[config.mk]
export PLATFORM = sky130hd
export DESIGN_NAME = ssp_port
export DESIGN_NICKNAME = d
export VERILOG_FILES = /design/src/ssp_pkg.sv /design/src/ssp_divider.sv /design/src/ssp_port.sv
export SDC_FILE = /design/constraint.sdc
export NUM_CORES = 1
export LEC_CHECK = 0
export BUFFER_PORTS_ARGS = -buffer_cell sky130_fd_sc_hd__buf_2
export CORE_ASPECT_RATIO = 0.6
export CORE_MARGIN = 4
export CORE_UTILIZATION = 23
export DETAILED_ROUTE_END_ITERATION = 10
export GPL_TIMING_DRIVEN = 0
export SYNTH_ARGS = -nofsm -noshare
export SYNTH_HDL_FRONTEND = slang
export SYNTH_SLANG_ARGS = --single-unit
[constraint.sdc]
create_clock -name ref_clk -period 2.49 [get_ports ref_clk]
set_clock_uncertainty 0.1 [all_clocks]
set_input_delay 0.498 -clock ref_clk [delete_from_list [all_inputs] [get_ports ref_clk]]
set_output_delay 0.498 -clock ref_clk [all_outputs]
set_load 0.1 [all_outputs]
[src/ssp_pkg.sv]
// Package with register map, field positions, mode codes and state encodings of the serial port
package ssp_pkg;
    // Register byte addresses
    localparam logic [4:0] OFS_CTRL1 = 5'h00;
    localparam logic [4:0] OFS_STATUS = 5'h04;
    localparam logic [4:0] OFS_RELOAD = 5'h08;
    localparam logic [4:0] OFS_BUFFER = 5'h0C;
    localparam logic [4:0] OFS_CTRL2 = 5'h10;
    localparam logic [4:0] OFS_FLAGS = 5'h14;
    // Field positions
    localparam int C1_WRITE_COLLISION_FLAG = 7;
    localparam int C1_OVF = 6;
    localparam int C1_EN = 5;
    localparam int C1_CKP = 4;
    localparam int ST_SMP = 7;
    localparam int ST_CKE = 6;
    localparam int ST_STOP = 4;
    localparam int ST_START = 3;
    localparam int ST_RW = 2;
    localparam int ST_BF = 0;
    localparam int C2_STOP_REQ = 2;
    localparam int FL_BCOL = 1;
    localparam int FL_EVT = 0;
    // Reset values
    localparam logic [7:0] CTRL1_RST = 8'h00;
    localparam logic [7:0] STATUS_RST = 8'h00;
    localparam logic [7:0] RELOAD_RST = 8'h00;
    localparam logic [7:0] BUFFER_RST = 8'h00;
    // Port mode codes
    localparam logic [3:0] MODE_SPI_DIV4 = 4'h0;
    localparam logic [3:0] MODE_SPI_DIV16 = 4'h1;
    localparam logic [3:0] MODE_SPI_DIV64 = 4'h2;
    localparam logic [3:0] MODE_SPI_TMR = 4'h3;
    localparam logic [3:0] MODE_I2C_MASTER = 4'h8;
    localparam logic [3:0] MODE_SPI_RELOAD = 4'hA;
    // Fixed reload values that give Fosc/4, Fosc/16 and Fosc/64
    localparam logic [7:0] RLD_DIV4 = 8'h00;
    localparam logic [7:0] RLD_DIV16 = 8'h03;
    localparam logic [7:0] RLD_DIV64 = 8'h0F;
    // Last half period of an eight bit SPI transfer
    localparam logic [3:0] SPI_LAST_HALF = 4'hF;

    typedef enum logic [2:0] {
        STP_IDLE = 3'b000,
        STP_SDA_LOW = 3'b001,
        STP_SCL_REL = 3'b011,
        STP_SCL_HIGH = 3'b010,
        STP_SDA_REL = 3'b110,
        STP_DONE = 3'b100
    } ssp_stop_e;

    function automatic logic is_i2c(input logic [3:0] mode);
        is_i2c = (mode == 4'h6) || (mode == 4'h7) || (mode == 4'h8) || (mode == 4'hB)
            || (mode == 4'hE) || (mode == 4'hF);
    endfunction : is_i2c

    function automatic logic is_spi_master(input logic [3:0] mode);
        is_spi_master = (mode <= MODE_SPI_TMR) || (mode == MODE_SPI_RELOAD);
    endfunction : is_spi_master

    // Reload value the divider uses in the given mode
    function automatic logic [7:0] div_reload(input logic [3:0] mode, input logic [7:0] rld);
        case (mode)
            MODE_SPI_DIV16: div_reload = RLD_DIV16;
            MODE_SPI_DIV64: div_reload = RLD_DIV64;
            MODE_SPI_DIV4, MODE_SPI_TMR: div_reload = RLD_DIV4;
            default: div_reload = rld;
        endcase
    endfunction : div_reload
endpackage : ssp_pkg

[src/ssp_divider.sv]
// Shared clock divider: counts down from the reload value at half the clock rate
`timescale 1ns/1ps
module ssp_divider #(
    parameter int W = 8
) (
    input wire logic ref_clk,
    input wire logic srst,
    input wire logic load,
    input wire logic run,
    input wire logic [W-1:0] reload,
    output logic tick
);
    logic [W-1:0] count_reg;
    logic phase_reg;

    // Count moves every second clock, so a rollover spans 2*(reload+1) clocks
    always_ff @(posedge ref_clk) begin
        if (srst) begin
            count_reg <= '0;
            phase_reg <= 1'b0;
        end else if (load) begin
            count_reg <= reload;
            phase_reg <= 1'b0;
        end else if (run) begin
            phase_reg <= ~phase_reg;
            if (phase_reg) begin
                count_reg <= (count_reg == '0) ? reload : count_reg - 1'b1;
            end
        end
    end

    // Rollover pulse; the counter reloads itself on it
    assign tick = run && phase_reg && (count_reg == '0);
endmodule : ssp_divider

[src/ssp_port.sv]
// Serial port core: register slave, SPI master engine, I2C stop sequence and bus monitor
//
// The Avalon-MM register port and the register offsets were decided locally.
`timescale 1ns/1ps
// Overview of operation
// - Stop: data low after release timeout collides
// - Stop: clock low before data high collides
// - Stop: data low, release clock, then count
// - Shift buffer write starts the divider (SPI master only; in I2C master the write only queues the byte)
// - Divider stops when the operation ends
// - Divider reloads twice per clock period
// - Clock equals Fosc over four times reload+1
// - Sample bit picks end or middle sampling
// - Clock edge bit picks SPI transmit edge
// - Clock edge bit selects SMBus levels in I2C
// - Stop-seen shows last condition was Stop
// - Reset or disable clears Stop/Start seen
// - Read/write bit shows transmit in progress
// - Enable hands serial pins to the port
// - Collision sets flag, port returns idle
// - Period after Stop seen, clear request, event
// - Buffer write while busy sets write collision
module ssp_port (
    input wire logic ref_clk,
    input wire logic srst,
    input wire logic [4:0] avs_address,
    input wire logic avs_read,
    input wire logic avs_write,
    input wire logic [31:0] avs_writedata,
    input wire logic [3:0] avs_byteenable,
    output logic [31:0] avs_readdata,
    output logic avs_waitrequest,
    input wire logic serial_data_line_in,
    output logic serial_data_line_out,
    output logic serial_data_line_oe,
    input wire logic serial_clock_line_in,
    output logic serial_clock_line_out,
    output logic serial_clock_line_oe,
    input wire logic spi_data_in_pin,
    output logic port_pins_owned,
    output logic smbus_levels
);
    logic [7:0] ctrl1_reg, status_reg, reload_reg, buffer_reg;
    logic stop_req_reg, bcol_reg, evt_reg, write_collision_flag_reg, bf_reg, i2c_tx_reg;
    logic stop_seen_reg, start_seen_reg;
    logic [1:0] sda_sync, scl_sync, sdi_sync;
    logic sda_prev, scl_prev;
    ssp_pkg::ssp_stop_e stop_st;
    logic sda_pull_reg, scl_pull_reg;
    logic spi_busy_reg, sclk_reg;
    logic [3:0] half_reg;
    logic [7:0] tx_reg, rx_reg, rx_next;
    logic [31:0] rd_word;
    logic acc_wr, acc_rd, buf_wr, busy, spi_start, spi_done, tick, div_load, div_run;
    logic en, clock_polarity_bit, sample_phase_bit, cke, i2c, i2c_master, spi_master;
    logic going_active, shift_e, sample, stop_coll, stop_done;
    logic stop_ev, start_ev;

    assign en = ctrl1_reg[ssp_pkg::C1_EN];
    assign clock_polarity_bit = ctrl1_reg[ssp_pkg::C1_CKP];
    assign sample_phase_bit = status_reg[ssp_pkg::ST_SMP];
    assign cke = status_reg[ssp_pkg::ST_CKE];
    assign i2c = ssp_pkg::is_i2c(ctrl1_reg[3:0]);
    assign i2c_master = en && (ctrl1_reg[3:0] == ssp_pkg::MODE_I2C_MASTER);
    assign spi_master = en && ssp_pkg::is_spi_master(ctrl1_reg[3:0]);

    // Pins come from another domain: two flops before any use
    always_ff @(posedge ref_clk) begin
        if (srst) begin
            sda_sync <= 2'b11;
            scl_sync <= 2'b11;
            sdi_sync <= 2'b00;
            sda_prev <= 1'b1;
            scl_prev <= 1'b1;
        end else begin
            sda_sync <= {sda_sync[0], serial_data_line_in};
            scl_sync <= {scl_sync[0], serial_clock_line_in};
            sdi_sync <= {sdi_sync[0], spi_data_in_pin};
            sda_prev <= sda_sync[1];
            scl_prev <= scl_sync[1];
        end
    end

    // Bus access: one wait cycle, answer on the cycle waitrequest is low
    assign acc_wr = avs_write && !avs_waitrequest;
    assign acc_rd = avs_read && !avs_waitrequest;
    assign buf_wr = acc_wr && avs_byteenable[0] && (avs_address[4:2] == ssp_pkg::OFS_BUFFER[4:2]);
    assign busy = spi_busy_reg || (stop_st != ssp_pkg::STP_IDLE) || i2c_tx_reg;
    assign spi_start = buf_wr && !busy && spi_master;

    always_ff @(posedge ref_clk) begin
        if (srst) begin
            avs_waitrequest <= 1'b1;
            avs_readdata <= 32'h0000_0000;
        end else begin
            avs_waitrequest <= !((avs_read || avs_write) && avs_waitrequest);
            if (avs_read && avs_waitrequest) begin
                avs_readdata <= rd_word;
            end
        end
    end

    // Read mux; unmapped addresses read as zero
    always_comb begin
        rd_word = 32'h0000_0000;
        case (avs_address[4:2])
            ssp_pkg::OFS_CTRL1[4:2]: begin
                rd_word[7:0] = {write_collision_flag_reg, 1'b0, ctrl1_reg[5:0]};
            end
            ssp_pkg::OFS_STATUS[4:2]: begin
                rd_word[7:0] = {sample_phase_bit, cke, 1'b0, stop_seen_reg, start_seen_reg,
                    i2c_master && i2c_tx_reg, 1'b0, bf_reg};
            end
            ssp_pkg::OFS_RELOAD[4:2]: rd_word[7:0] = reload_reg;
            ssp_pkg::OFS_BUFFER[4:2]: rd_word[7:0] = buffer_reg;
            ssp_pkg::OFS_CTRL2[4:2]: rd_word[ssp_pkg::C2_STOP_REQ] = stop_req_reg;
            ssp_pkg::OFS_FLAGS[4:2]: rd_word[1:0] = {bcol_reg, evt_reg};
            default: rd_word = 32'h0000_0000;
        endcase
    end

    // Software-owned configuration registers
    always_ff @(posedge ref_clk) begin
        if (srst) begin
            ctrl1_reg <= ssp_pkg::CTRL1_RST;
            status_reg <= ssp_pkg::STATUS_RST;
            reload_reg <= ssp_pkg::RELOAD_RST;
        end else if (acc_wr && avs_byteenable[0]) begin
            case (avs_address[4:2])
                ssp_pkg::OFS_CTRL1[4:2]: ctrl1_reg <= {2'b00, avs_writedata[5:0]};
                ssp_pkg::OFS_STATUS[4:2]: status_reg <= {avs_writedata[7:6], 6'b000000};
                ssp_pkg::OFS_RELOAD[4:2]: reload_reg <= avs_writedata[7:0];
                default: ;
            endcase
        end
    end

    // Write collision: cleared by writing zero, a new collision wins
    always_ff @(posedge ref_clk) begin
        if (srst) begin
            write_collision_flag_reg <= 1'b0;
        end else if (buf_wr && busy) begin
            write_collision_flag_reg <= 1'b1;
        end else if (acc_wr && avs_byteenable[0] && avs_address[4:2] == ssp_pkg::OFS_CTRL1[4:2]
            && !avs_writedata[ssp_pkg::C1_WRITE_COLLISION_FLAG]) begin
            write_collision_flag_reg <= 1'b0;
        end
    end

    // Shift buffer and buffer-full flag; a refused write leaves the buffer alone
    always_ff @(posedge ref_clk) begin
        if (srst) begin
            buffer_reg <= ssp_pkg::BUFFER_RST;
            bf_reg <= 1'b0;
        end else begin
            if (spi_done) begin
                buffer_reg <= rx_next;
            end else if (buf_wr && !busy) begin
                buffer_reg <= avs_writedata[7:0];
            end
            if (spi_done) begin
                bf_reg <= 1'b1;
            end else if (acc_rd && avs_address[4:2] == ssp_pkg::OFS_BUFFER[4:2]) begin
                bf_reg <= 1'b0;
            end
        end
    end

    // Byte queued for the I2C transmitter; dropped by collision or Stop
    always_ff @(posedge ref_clk) begin
        if (srst || !i2c_master || stop_coll || stop_st != ssp_pkg::STP_IDLE) begin
            i2c_tx_reg <= 1'b0;
        end else if (buf_wr && !busy) begin
            i2c_tx_reg <= 1'b1;
        end
    end

    // Shared divider: only runs while a transfer or Stop sequence needs it
    assign div_load = spi_start || (stop_st == ssp_pkg::STP_SCL_REL && scl_sync[1]);
    assign div_run = spi_busy_reg || stop_st == ssp_pkg::STP_SCL_HIGH
        || stop_st == ssp_pkg::STP_SDA_REL || stop_st == ssp_pkg::STP_DONE;

    ssp_divider #(
        .W(8)
    ) u_div (
        .ref_clk(ref_clk),
        .srst(srst),
        .load(div_load),
        .run(div_run),
        .reload(ssp_pkg::div_reload(ctrl1_reg[3:0], reload_reg)),
        .tick(tick)
    );

    // SPI edges: each rollover is one clock edge, two per period
    assign going_active = (sclk_reg == clock_polarity_bit);
    assign shift_e = cke ? !going_active : going_active;
    assign sample = sample_phase_bit ? ((shift_e && half_reg != 4'h0) || (half_reg == ssp_pkg::SPI_LAST_HALF
        && !cke)) : !shift_e;
    assign rx_next = sample ? {rx_reg[6:0], sdi_sync[1]} : rx_reg;
    assign spi_done = spi_busy_reg && tick && (half_reg == ssp_pkg::SPI_LAST_HALF);

    // SPI master engine; first bit is presented before the first edge
    always_ff @(posedge ref_clk) begin
        if (srst) begin
            spi_busy_reg <= 1'b0;
            half_reg <= 4'h0;
            sclk_reg <= 1'b0;
            tx_reg <= 8'h00;
            rx_reg <= 8'h00;
        end else if (!spi_master) begin
            spi_busy_reg <= 1'b0;
            sclk_reg <= clock_polarity_bit;
        end else if (spi_start) begin
            spi_busy_reg <= 1'b1;
            half_reg <= 4'h0;
            tx_reg <= avs_writedata[7:0];
            sclk_reg <= clock_polarity_bit;
        end else if (spi_busy_reg && tick) begin
            sclk_reg <= ~sclk_reg;
            half_reg <= half_reg + 4'h1;
            rx_reg <= rx_next;
            if (shift_e && half_reg != 4'h0) begin
                tx_reg <= {tx_reg[6:0], 1'b0};
            end
            if (half_reg == ssp_pkg::SPI_LAST_HALF) begin
                spi_busy_reg <= 1'b0;
            end
        end else if (!spi_busy_reg) begin
            sclk_reg <= clock_polarity_bit;
        end
    end

    // Stop sequence; a collision drops both lines and the request at once
    assign stop_coll = ((stop_st == ssp_pkg::STP_SCL_HIGH || stop_st == ssp_pkg::STP_SDA_REL)
        && !scl_sync[1] && !sda_sync[1])
        || (stop_st == ssp_pkg::STP_SCL_HIGH && !scl_sync[1])
        || (stop_st == ssp_pkg::STP_SDA_REL && tick && !sda_sync[1]);
    assign stop_done = (stop_st == ssp_pkg::STP_DONE) && tick;

    always_ff @(posedge ref_clk) begin
        if (srst || !i2c_master || stop_coll) begin
            stop_st <= ssp_pkg::STP_IDLE;
            sda_pull_reg <= 1'b0;
            scl_pull_reg <= 1'b0;
        end else begin
            case (stop_st)
                ssp_pkg::STP_IDLE: begin
                    if (stop_req_reg) begin
                        stop_st <= ssp_pkg::STP_SDA_LOW;
                        sda_pull_reg <= 1'b1;
                        scl_pull_reg <= 1'b1;
                    end
                end
                ssp_pkg::STP_SDA_LOW: begin
                    if (!sda_sync[1] && !scl_sync[1]) begin // Stale clock high must not skip
                        stop_st <= ssp_pkg::STP_SCL_REL;
                        scl_pull_reg <= 1'b0;
                    end
                end
                ssp_pkg::STP_SCL_REL: begin
                    if (scl_sync[1]) begin
                        stop_st <= ssp_pkg::STP_SCL_HIGH;
                    end
                end
                ssp_pkg::STP_SCL_HIGH: begin
                    if (tick) begin
                        stop_st <= ssp_pkg::STP_SDA_REL;
                        sda_pull_reg <= 1'b0;
                    end
                end
                ssp_pkg::STP_SDA_REL: begin
                    if (tick) begin
                        stop_st <= ssp_pkg::STP_DONE;
                    end
                end
                ssp_pkg::STP_DONE: begin
                    if (tick) begin
                        stop_st <= ssp_pkg::STP_IDLE;
                    end
                end
                default: stop_st <= ssp_pkg::STP_IDLE;
            endcase
        end
    end

    // Stop request: set only when idle, cleared by hardware at the end
    always_ff @(posedge ref_clk) begin
        if (srst || !i2c_master || stop_coll || stop_done) begin
            stop_req_reg <= 1'b0;
        end else if (acc_wr && avs_byteenable[0] && avs_address[4:2] == ssp_pkg::OFS_CTRL2[4:2]
            && avs_writedata[ssp_pkg::C2_STOP_REQ] && !busy && !stop_req_reg) begin
            stop_req_reg <= 1'b1;
        end
    end

    // Event and collision flags: write one to clear, a new event wins
    always_ff @(posedge ref_clk) begin
        if (srst) begin
            bcol_reg <= 1'b0;
            evt_reg <= 1'b0;
        end else begin
            if (stop_coll) begin
                bcol_reg <= 1'b1;
            end else if (acc_wr && avs_byteenable[0] && avs_address[4:2] ==
                ssp_pkg::OFS_FLAGS[4:2] && avs_writedata[ssp_pkg::FL_BCOL]) begin
                bcol_reg <= 1'b0;
            end
            if (stop_done || spi_done) begin
                evt_reg <= 1'b1;
            end else if (acc_wr && avs_byteenable[0] && avs_address[4:2] ==
                ssp_pkg::OFS_FLAGS[4:2] && avs_writedata[ssp_pkg::FL_EVT]) begin
                evt_reg <= 1'b0;
            end
        end
    end

    // Bus monitor sees Start and Stop from any master on the lines
    assign stop_ev = scl_sync[1] && scl_prev && sda_sync[1] && !sda_prev;
    assign start_ev = scl_sync[1] && scl_prev && !sda_sync[1] && sda_prev;

    always_ff @(posedge ref_clk) begin
        if (srst || !en || !i2c) begin
            stop_seen_reg <= 1'b0;
            start_seen_reg <= 1'b0;
        end else if (stop_ev) begin
            stop_seen_reg <= 1'b1;
            start_seen_reg <= 1'b0;
        end else if (start_ev) begin
            stop_seen_reg <= 1'b0;
            start_seen_reg <= 1'b1;
        end
    end

    // Pin ownership; I2C lines are open drain, SPI lines push-pull
    always_ff @(posedge ref_clk) begin
        if (srst || !en) begin
            serial_data_line_out <= 1'b0;
            serial_data_line_oe <= 1'b0;
            serial_clock_line_out <= 1'b0;
            serial_clock_line_oe <= 1'b0;
        end else if (i2c) begin
            serial_data_line_out <= 1'b0;
            serial_data_line_oe <= sda_pull_reg;
            serial_clock_line_out <= 1'b0;
            serial_clock_line_oe <= scl_pull_reg;
        end else begin
            serial_data_line_out <= tx_reg[7];
            serial_data_line_oe <= spi_master;
            serial_clock_line_out <= sclk_reg;
            serial_clock_line_oe <= spi_master;
        end
    end

    // Status outputs; SMBus thresholds only mean something in I2C mode
    always_ff @(posedge ref_clk) begin
        if (srst) begin
            port_pins_owned <= 1'b0;
            smbus_levels <= 1'b0;
        end else begin
            port_pins_owned <= en;
            smbus_levels <= en && i2c && cke;
        end
    end

    // Helper: cycles since last rollover, for the period check
    logic [9:0] gap_cnt;
    always_ff @(posedge ref_clk) begin
        if (srst || div_load || tick || !div_run) begin
            gap_cnt <= 10'h000;
        end else begin
            gap_cnt <= gap_cnt + 10'h001;
        end
    end
endmodule : ssp_port

==> flow_metrics.env, run 1 <==
export IMPL_worstSetupEndpointType="register"
export IMPL_final_cell_mix="91 x dfxtp_1, 57 x nor2_1, 49 x nand2_1"
export IMPL_power_density_nw_per_um2=579
export IMPL_synth_flop_cell="dfxtp_1"
export IMPL_postRouteAntennaNets=0
export IMPL_totalWireLength_um=14000
export IMPL_muxShareOfSynthArea_pct=10.5
export IMPL_pre_cts_slack_ns=-0.419
export IMPL_ir_worst_vdd_mv=0.293
export IMPL_synth_xor_area_share_pct=1.05
export IMPL_ys_seq_elements=91
export IMPL_crit_slowest_cell="or4_4"
export IMPL_synth_edff_count=0
export IMPL_nets=653
export IMPL_register_area_sq_um=1820
export IMPL_insertion_delay_ns=0.35
export IMPL_die_h_um=118
export IMPL_h_tree_depth=3
export IMPL_grt_pass1_wl_um=21700
export IMPL_maxCapViolCount=0
export IMPL_vias=4117
export IMPL_drt_first_pass_iters=4
export IMPL_cts_clk_slew_worst_paths_ns=0.07
export IMPL_ys_seq_area_share_pct=39.4
export IMPL_via_per_inst=4.72
export IMPL_initial_core_util_pct=23.9
export IMPL_fin_crit_ns=2.39
export IMPL_synth_async_reset_ratio_pct=0
export IMPL_power_leakage_nw=2.05
export IMPL_slowest_delay_ns=0.58
export IMPL_final_common_cell="dfxtp_1"
export IMPL_route_detailed_drc=0
export IMPL_yosys_area_share_simple_pct=22.4
export IMPL_antenna_found_initial=0
export IMPL_synth_cell_area_sq_um=4630
export IMPL_crit_path_max_fanout=10
export IMPL_core_area_sq_um=19400
export IMPL_clock_root_buffer="clkbuf_16"
export IMPL_multiInputGateArea_sq_um=2640
export IMPL_die_area_sq_um=22500
export IMPL_wl_per_cell_um=16.1
export IMPL_path_class="reg2reg"
export IMPL_synth_top_family_by_area="simple AND/OR/NAND/NOR gates"
export IMPL_die_w_um=191
export IMPL_grt_start_max_net_pins=19
export IMPL_numCtsBuffers=9
export IMPL_clock_sinks=91
export IMPL_hold_class="in2reg"
export IMPL_place_gp_congestion=0.859
export IMPL_cts_tree="yes"
export IMPL_finalSetupTns_ns=0
export IMPL_crit_chain="or4_4 -> nor4_4 -> a211o_1 -> clkbuf_1 -> o21ai_0 -> a32o_1"
export IMPL_nFillCells=2069
export IMPL_postSynthCellCount=532
export IMPL_overflow=0
export IMPL_syn_to_final_growth_pct=22.2
export IMPL_gr_usage_all_layers_pct=12.2
export IMPL_worst_slew_pin_slew_ns=0.664
export IMPL_cp_required_ns=2.63
export IMPL_p_total_mw=3.27
export IMPL_synth_compound_area_share_pct=18.3
export IMPL_finalHoldViolations=0
export IMPL_cts_path_max_buffers=2
export IMPL_drt_iter0_drc=357
export IMPL_critPathLaunchType="register"
export IMPL_cts_hold_repair_buffers=0
export IMPL_yosysWarnings=0
export IMPL_fin_ws_ns=0.0970
export IMPL_worstPathArrival_ns=2.53
export IMPL_slew_headroom_pct=55.2
export IMPL_slew_violations=0
export IMPL_synthAdderAreaFrac_pct=1.08
export IMPL_setup_viol=0
export IMPL_place_port_buffers=31
export IMPL_period_share_pct=96.1
export IMPL_fmax_ghz=0.418
export IMPL_rows=39
export IMPL_hpwl_um=10600
export IMPL_ios=87
export IMPL_synth_avg_cell_area_sq_um=8.70
export IMPL_ys_types=72
export IMPL_grt_pass1_vias=3670
export IMPL_fin_util_pct=29.2
export IMPL_outcome="complete, no violations"
export IMPL_drive_gt1_share_pct=19.6
[repair_timing]
action | CTS | global route
resized for setup | 3 | 19
endpoints found under the setup margin | 34 | 38
pin swaps | 1 | 2
setup buffers | 3 | 1
[through the flow]
stage | area (sq um) | hold WS (ns) | std cells
after floorplan | 4720 | 0.289 | 555
after global placement | 5200 | 0.295 | 852
after detailed placement | 5200 | 0.302 | 852
after CTS | 5560 | 0.212 | 871
after global routing | 5660 | 0.222 | 872
final | 5660 | 0.222 | 873
[area by class of cell]
| type | instances | share of cell area [%] |
|---|---|---|
| Sequential cell | 91 | 32.2 |
| Clock inverter | 7 | 1.61 |
| Timing Repair Buffer | 35 | 3.56 |
| Antenna cell | 1 | 0.0442 |
| Tap cell | 266 | 5.88 |
| Buffer | 50 | 5.11 |
| Clock buffer | 9 | 3.98 |
| Inverter | 14 | 0.929 |
| Multi-Input combinational cell | 400 | 46.7 |
[worst paths after layout]
| kind | from | endpoint | slack (ns) | cells after the start |
|---|---|---|---|---|
| min | serial_clock_line_in | scl_sync[0]$_SDFF_PP1_ | 0.22 | 2 |
| max | spi_busy_reg$_SDFFE_PP0P_ | u_div.count_reg[2]$_SDFFE_PP0P_ | 0.1 | 6 |
| max reg2reg | spi_busy_reg$_SDFFE_PP0P_ | u_div.count_reg[2]$_SDFFE_PP0P_ | 0.1 | 6 |
| min reg2reg | sda_sync[0]$_SDFF_PP1_ | sda_sync[1]$_SDFF_PP1_ | 0.32 | 1 |
[logic make-up after synthesis]
group / after synthesis
and+or+nand+nor: 203
DFF: 91
AOI/OAI and AO/OA: 121
xor gates and xnor gates: 4
other: 1
adders and majority gates: 4
muxes: 44
buffers and inverters: 64
[power breakdown]
group	internal, mW	switching, mW
Sequential	1.47	0.00887
Clock	0.805	0.649
Combinational	0.0660	0.281
[synth_stat cells (3+ instances only)]
library cell	number	share of area, %
mux2i_1	34	7.4
a22o_1	4	0.76
nand3b_1	5	0.81
nor4_1	3	0.41
dfxtp_1	91	39
buf_4	24	3.9
and2_1	3	0.41
o21ai_0	14	1.5
nor2b_1	9	1.2
mux4_2	3	1.5
nor3_1	6	0.65
ha_1	4	1.1
o22ai_1	5	0.68
inv_1	13	1.1
o21ai_1	4	0.43
or2_2	7	0.95
clkbuf_1	24	1.9
nand3_1	28	3.0
nand2_1	49	4.0
or3b_2	3	0.57
mux2_2	6	1.5
a32o_1	4	0.86
nand2b_1	3	0.41
and3_1	11	1.5
a22oi_1	7	1.1
a211oi_1	20	3.2
nor2_1	57	4.6
a21oi_1	35	3.8
a31oi_1	3	0.41
[metal layers]
metal	vias up	routed length [um]	track usage, %
met5	-	0	0
met2	170	5150	14.5
met3	8	1280	3.82
met1	1924	7520	20.7
li1	2015	-	-
met4	0	92	1.97
[worst max-delay path: cells and delay by family, from the launching register on]
kind,cells,cell delay (ns)
AOI/OAI and AO/OA,3,0.62
and+or+nand+nor,2,0.85
buffers and inverters,1,0.34
DFF,1,0.38
No activity file was read; power rests on OpenSTA's default activity.
==> run 2: changes to the inputs <==
--- a/config.mk
+++ b/config.mk
@@ -13,4 +13,5 @@
 export GPL_TIMING_DRIVEN = 0
 export SYNTH_ARGS = -nofsm -noshare
 export SYNTH_HDL_FRONTEND = slang
+export SYNTH_HIERARCHICAL = 1
 export SYNTH_SLANG_ARGS = --single-unit
==> run 2 against run 1 <==
Effect of this change: combinational power shrank 2%; hold slack gained 0.0081 ns; wire length up 6.0%; cell area is 3.1% higher; register-to-register slack lost 0.03 ns; sequential cell count is the same; clock power about the same; first-iteration DRC count increased by 92%; critical path type unchanged; critical endpoint is now buffer_reg[6]$_SDFFE_PP0P_; highest routed layer unchanged.
==> flow_metrics.env, run 2 <==
export IMPL_p_total_mw=3.25
export IMPL_gr_usage_all_layers_pct=13.1
export IMPL_power_leakage_nw=2.22
export IMPL_yosysWarnings=6
export IMPL_nFillCells=2037
export IMPL_synth_top_area_share_pct=39.4
export IMPL_wl_per_cell_um=16.7
export IMPL_finalSetupTns_ns=0
export IMPL_synth_top_family_by_area="simple AND/OR/NAND/NOR gates"
export IMPL_fin_crit_ns=2.43
export IMPL_cts_tree="yes"
export IMPL_ys_seq_area_share_pct=39.4
export IMPL_cts_clk_slew_worst_paths_ns=0.07
export IMPL_yosys_area_share_simple_pct=23.5
export IMPL_totalWireLength_um=14900
export IMPL_die_h_um=118
export IMPL_finalHoldViolations=0
export IMPL_final_common_cell="dfxtp_1"
export IMPL_worstHoldStart="serial_data_line_in"
export IMPL_clock_sinks=91
export IMPL_route_detailed_drc=0
export IMPL_nets=673
export IMPL_place_gp_congestion=0.953
export IMPL_slew_violations=0
export IMPL_yosysMostFrequentCell="dfxtp_1"
export IMPL_ys_top_cells_by_area="dfxtp_1 39%, nand3_1 4.6%, nand2_1 4.1%"
export IMPL_grt_start_max_net_pins=15
export IMPL_synth_avg_cell_area_sq_um=8.54
export IMPL_synthAdderAreaFrac_pct=1.08
export IMPL_synth_xor_area_share_pct=1.11
export IMPL_setup_viol=0
export IMPL_crit_chain="or3_4 -> nor4b_4 -> buf_6 -> nand2_4 -> or2_4 -> buf_6 -> a31oi_1 -> o311a_1"
export IMPL_worst_slew_pin_slew_ns=0.726
export IMPL_fmax_ghz=0.412
export IMPL_worstPathArrival_ns=2.62
export IMPL_yosysTopAreaCell="dfxtp_1"
export IMPL_syn_to_final_growth_pct=26.4
export IMPL_cp_top_family="simple AND/OR/NAND/NOR gates"
export IMPL_drt_first_pass_iters=5
export IMPL_muxShareOfSynthArea_pct=6.31
export IMPL_ir_worst_vdd_mv=0.342
export IMPL_grt_use_met3_pct=4.86
export IMPL_crit_slowest_cell="or3_4"
export IMPL_outcome="complete, no violations"
export IMPL_synth_async_reset_ratio_pct=0
export IMPL_overflow=0
export IMPL_grt_use_met2_pct=14.5
export IMPL_numCtsBuffers=9
export IMPL_synth_compound_area_share_pct=20.4
export IMPL_postSynthCellCount=541
export IMPL_clock_root_buffer="clkbuf_16"
export IMPL_crit_path_max_fanout=10
export IMPL_rows=39
export IMPL_vias=4382
export IMPL_maxCapViolCount=0
export IMPL_grt_busiest_layer="met1"
export IMPL_hold_class="in2reg"
export IMPL_ys_seq_elements=91
export IMPL_path_class="reg2reg"
export IMPL_synth_cell_area_sq_um=4620
export IMPL_worstSetupEndpointType="register"
export IMPL_antenna_found_initial=0
export IMPL_use_met1_pct=22.1
export IMPL_critPathLaunchType="register"
export IMPL_core_area_sq_um=19400
export IMPL_grt_pass1_vias=3883
export IMPL_synth_common_cells="91 x dfxtp_1, 51 x nand2_1, 42 x nand3_1"
export IMPL_ios=87
export IMPL_final_cell_mix="85 x dfxtp_1, 48 x nand2_1, 41 x buf_4"
export IMPL_drt_iter0_drc=684
export IMPL_cp_required_ns=2.68
export IMPL_cp_common_cell="buf_6"
export IMPL_die_area_sq_um=22500
export IMPL_slew_headroom_pct=51.6
export IMPL_hpwl_um=11300
export IMPL_die_w_um=191
export IMPL_cts_path_max_buffers=2
export IMPL_post_place_cells=860
export IMPL_ys_types=75
export IMPL_critPathBufInv=2
export IMPL_insertion_delay_ns=0.36
export IMPL_grt_pass1_wl_um=22800
export IMPL_fin_cells=893
export IMPL_power_density_nw_per_um2=557
export IMPL_via_per_inst=4.91
export IMPL_startpoint="u_div/count_reg[4]$_SDFFE_PP0P_"
export IMPL_initial_core_util_pct=23.8
export IMPL_slowest_delay_ns=0.41
export IMPL_timing_rr_start="u_div/count_reg[4]$_SDFFE_PP0P_"
export IMPL_cts_hold_repair_buffers=0
export IMPL_fin_util_pct=30.1
export IMPL_postRouteAntennaNets=0
export IMPL_synth_flop_cell="dfxtp_1"
export IMPL_h_tree_depth=3
export IMPL_drive_gt1_share_pct=25.9
export IMPL_place_port_buffers=30
export IMPL_synth_edff_count=0
export IMPL_period_share_pct=97.5
-- run 2: changes by cell type after synthesis, moves of 12 or more --
cell	previous run	this run
buf_2	2	14
nor2_1	57	40
nand3_1	28	42
a211oi_1	20	4
mux2i_1	34	19
a31oi_1	3	15
-- run 2: cells by family (layout without fill, tap and decap cells) --
| family | Yosys count | count (layout) |
|---|---|---|
| compound gates | 141 | 141 |
| other cells | 1 | 25 |
| mux | 25 | 25 |
| buf+inv | 66 | 128 |
| flops | 91 | 91 |
| simple gates | 208 | 208 |
| xor+xnor | 5 | 5 |
| fa+ha+maj | 4 | 4 |
-- run 2: repair_timing --
item                       4_1_cts  5_1_grt
pin swaps                        7        8
setup buffers                    9        9
setup endpoints to repair       45       40
gates resized for setup         25       16
-- run 2: layout make-up --
type / instances / area [sq um] / area share [%]
multi-input cells: 407 / 2650 / 45.5
flip-flops and latches: 91 / 1830 / 31.4
plain buffers: 54 / 364 / 6.24
well taps: 266 / 333 / 5.70
repair buffers: 48 / 298 / 5.10
clock buffers: 12 / 267 / 4.57
clock inverters: 4 / 47.5 / 0.815
inverters: 10 / 37.5 / 0.643
diodes: 1 / 2.50 / 0.0429
-- run 2: path summary, 6_finish.rpt --
| path | to | slack, ns | cells after the start |
|---|---|---|---|
| worst min-delay path | sda_sync[0]$_SDFF_PP1_ | 0.23 | 2 |
| worst min register to register | scl_sync[1]$_SDFF_PP1_ | 0.31 | 1 |
| worst max-delay path | buffer_reg[6]$_SDFFE_PP0P_ | 0.06 | 8 |
| worst max register to register | buffer_reg[6]$_SDFFE_PP0P_ | 0.06 | 8 |
-- run 2: layer usage --
layer	wire (um)	vias up
met1	7840	2033
met2	5040	245
li1	-	2079
met5	0	-
met3	1770	25
met4	233	0
-- run 2: worst reg2reg max path, delay by kind of cell, from the launching register on --
| family | cells | cell delay (ns) |
|---|---|---|
| flip-flops | 1 | 0.36 |
| AND/OR/NAND/NOR | 4 | 1.13 |
| AO/OA/AOI/OAI | 2 | 0.45 |
| buffers and inverters | 2 | 0.31 |
-- run 2: power breakdown --
group	switching, mW	internal (mW)	leakage (nW)
Clock	0.584	0.857	0.155
Combinational	0.273	0.0661	1.33
Sequential	0.00717	1.46	0.738
-- run 2: metrics by stage --
stage	hold WS, ns	setup slack [ns]	area (sq um)
final	0.230	0.0623	5840
after global routing	0.229	-0.00702	5830
after CTS	0.226	0.000222	5700
after detailed placement	0.298	-0.607	5230
after global placement	0.296	-0.545	5230
after floorplan	0.289	0.00270	4750
==> run 3: changes to the inputs <==
--- a/config.mk
+++ b/config.mk
@@ -13,5 +13,4 @@
 export GPL_TIMING_DRIVEN = 0
 export SYNTH_ARGS = -nofsm -noshare
 export SYNTH_HDL_FRONTEND = slang
-export SYNTH_HIERARCHICAL = 1
 export SYNTH_SLANG_ARGS = --single-unit
==> constraint.sdc (replaced) <==
create_clock -name ref_clk -period 2.5 [get_ports ref_clk]
set_clock_uncertainty 0.1 [all_clocks]
set_input_delay 0.5 -clock ref_clk [delete_from_list [all_inputs] [get_ports ref_clk]]
set_output_delay 0.5 -clock ref_clk [all_outputs]
set_load 0.1 [all_outputs]
==> run 3 against run 2 <==
Effect of this change: clock power about the same; critical path type unchanged; sequential cell count unchanged; register-to-register slack improved by 0.03 ns; highest routed layer unchanged; die area increased by 0.23%; first-iteration DRC count decreased by 38%; setup slack improved by 0.031 ns; wire length decreased by 5.5%; maximum frequency increased by 0.87%; cell area decreased by 3.2%; largest power group unchanged; combinational power increased by 2%; largest cell class unchanged; non-clock buffer count decreased by 17.
==> flow_metrics.env, run 3 (same netlist as run 1, synthesis figures left out) <==
export IMPL_outcome="complete, no violations"
export IMPL_grt_use_met3_pct=3.82
export IMPL_post_place_cells=852
export IMPL_period_share_pct=96.3
export IMPL_place_gp_congestion=0.859
export IMPL_fin_ws_ns=0.0934
export IMPL_ir_worst_vdd_mv=0.295
export IMPL_overflow=0
export IMPL_cts_hold_repair_buffers=0
export IMPL_fin_crit_ns=2.41
export IMPL_grt_start_max_net_pins=19
export IMPL_crit_path_max_fanout=7
export IMPL_worstPathArrival_ns=2.59
export IMPL_fin_util_pct=29.2
export IMPL_initial_core_util_pct=23.9
export IMPL_core_area_sq_um=19400
export IMPL_final_cell_mix="91 x dfxtp_1, 57 x nor2_1, 49 x nand2_1"
export IMPL_critPathLaunchType="register"
export IMPL_worstSetupEndpointType="register"
export IMPL_drt_iter0_drc=427
export IMPL_hold_depth=2
export IMPL_totalWireLength_um=14100
export IMPL_worstHoldStart="serial_clock_line_in"
export IMPL_wl_per_cell_um=16.1
export IMPL_via_per_inst=4.77
export IMPL_clock_root_buffer="clkbuf_16"
export IMPL_numCtsBuffers=9
export IMPL_hpwl_um=10600
export IMPL_power_leakage_nw=2.05
export IMPL_reg2reg_depth=5
export IMPL_place_port_buffers=31
export IMPL_startpoint="spi_busy_reg$_SDFFE_PP0P_"
export IMPL_power_density_nw_per_um2=578
export IMPL_r2r_setup_slack_ns=0.09
export IMPL_postRouteAntennaNets=0
export IMPL_clock_sinks=91
export IMPL_cts_tree="yes"
export IMPL_timing_rr_start="spi_busy_reg$_SDFFE_PP0P_"
export IMPL_vias=4160
export IMPL_cts_path_max_buffers=2
export IMPL_finalHoldViolations=0
export IMPL_insertion_delay_ns=0.35
export IMPL_route_detailed_drc=0
export IMPL_use_met1_pct=20.7
export IMPL_fmax_ghz=0.416
export IMPL_grt_pass1_vias=3670
export IMPL_slew_violations=0
export IMPL_hold_class="in2reg"
export IMPL_antenna_found_initial=0
export IMPL_cp_required_ns=2.68
export IMPL_h_tree_depth=3
export IMPL_die_area_sq_um=22500
export IMPL_worstReg2RegEnd="u_div.count_reg[1]$_SDFFE_PP0P_"
export IMPL_drive_gt1_share_pct=19.6
export IMPL_grt_use_met2_pct=14.5
export IMPL_pre_cts_slack_ns=-0.411
export IMPL_maxCapViolCount=0
export IMPL_finalSetupTns_ns=0
export IMPL_die_h_um=118
export IMPL_gr_usage_all_layers_pct=12.2
export IMPL_cts_clk_slew_worst_paths_ns=0.07
export IMPL_fin_cells=873
export IMPL_setup_viol=0
export IMPL_whs_ns=0.221
export IMPL_die_w_um=191
export IMPL_grt_busiest_layer="met1"
export IMPL_slew_headroom_pct=55.4
export IMPL_drt_first_pass_iters=5
export IMPL_rows=39
export IMPL_nets=653
export IMPL_syn_to_final_growth_pct=22.1
export IMPL_grt_pass1_wl_um=21700
export IMPL_final_common_cell="dfxtp_1"
export IMPL_ios=87
export IMPL_path_class="reg2reg"
export IMPL_holdPathEnd="scl_sync[0]$_SDFF_PP1_"
export IMPL_worst_slew_pin_slew_ns=0.661
==> run 3: final cells by class <==
cell class / instances / area (sq um)
fill: 2070 / 13700
multi-input combinational: 400 / 2640
sequential: 91 / 1820
tap: 266 / 333
buffer: 50 / 289
clock buffer: 9 / 225
timing repair buffer: 35 / 201
clock inverter: 7 / 91.3
inverter: 14 / 52.6
antenna: 1 / 2.50
==> run 3: worst max path at each step <==
stage                                                 end  slack [ns]  cells past startpoint
final                     u_div.count_reg[1]$_SDFFE_PP0P_        0.09                      5
after global routing      u_div.count_reg[2]$_SDFFE_PP0P_      -0.002                      7
after CTS                 u_div.count_reg[1]$_SDFFE_PP0P_        0.01                      5
after detailed placement  u_div.count_reg[7]$_SDFFE_PP0P_       -0.41                      8
after global placement    u_div.count_reg[7]$_SDFFE_PP0P_       -0.41                      8
after floorplan           u_div.count_reg[2]$_SDFFE_PP0P_        0.03                      6
==> run 3: timing repair <==
item,4_1_cts,5_1_grt
gates resized for setup,3,18
pin swaps,1,2
endpoints found under the setup margin,30,34
setup buffers,3,1
==> run 3: power breakdown <==
group          switching (mW)  internal (mW)  leakage, nW
Sequential            0.00886           1.46        0.735
Combinational           0.280         0.0657         1.16
Clock                   0.651          0.802        0.152
Total                   0.939           2.33         2.05
==> run 3: worst max-delay path, cell delays in order (launching register included) <==
cell     delay, ns
dfxtp_1       0.38
or4_4         0.58
or4_4         0.50
o21ai_4       0.26
mux2_1        0.37
a21oi_1       0.14
==> run 3: per-stage QoR <==
step	power, mW	area [sq um]
floorplan	1.78	4720
global placement	1.84	5200
detailed placement	1.84	5200
CTS	3.29	5560
global route	3.36	5650
finish	3.27	5650
==> run 3: metal layers <==
layer / wire length (um) / part of all wire [%] / vias to the layer above
met5: 0 / 0 / -
met4: 108 / 0.77 / 0
met1: 7600 / 54 / 1947
li1: - / - / 2017
met3: 1250 / 8.9 / 11
met2: 5110 / 36 / 185
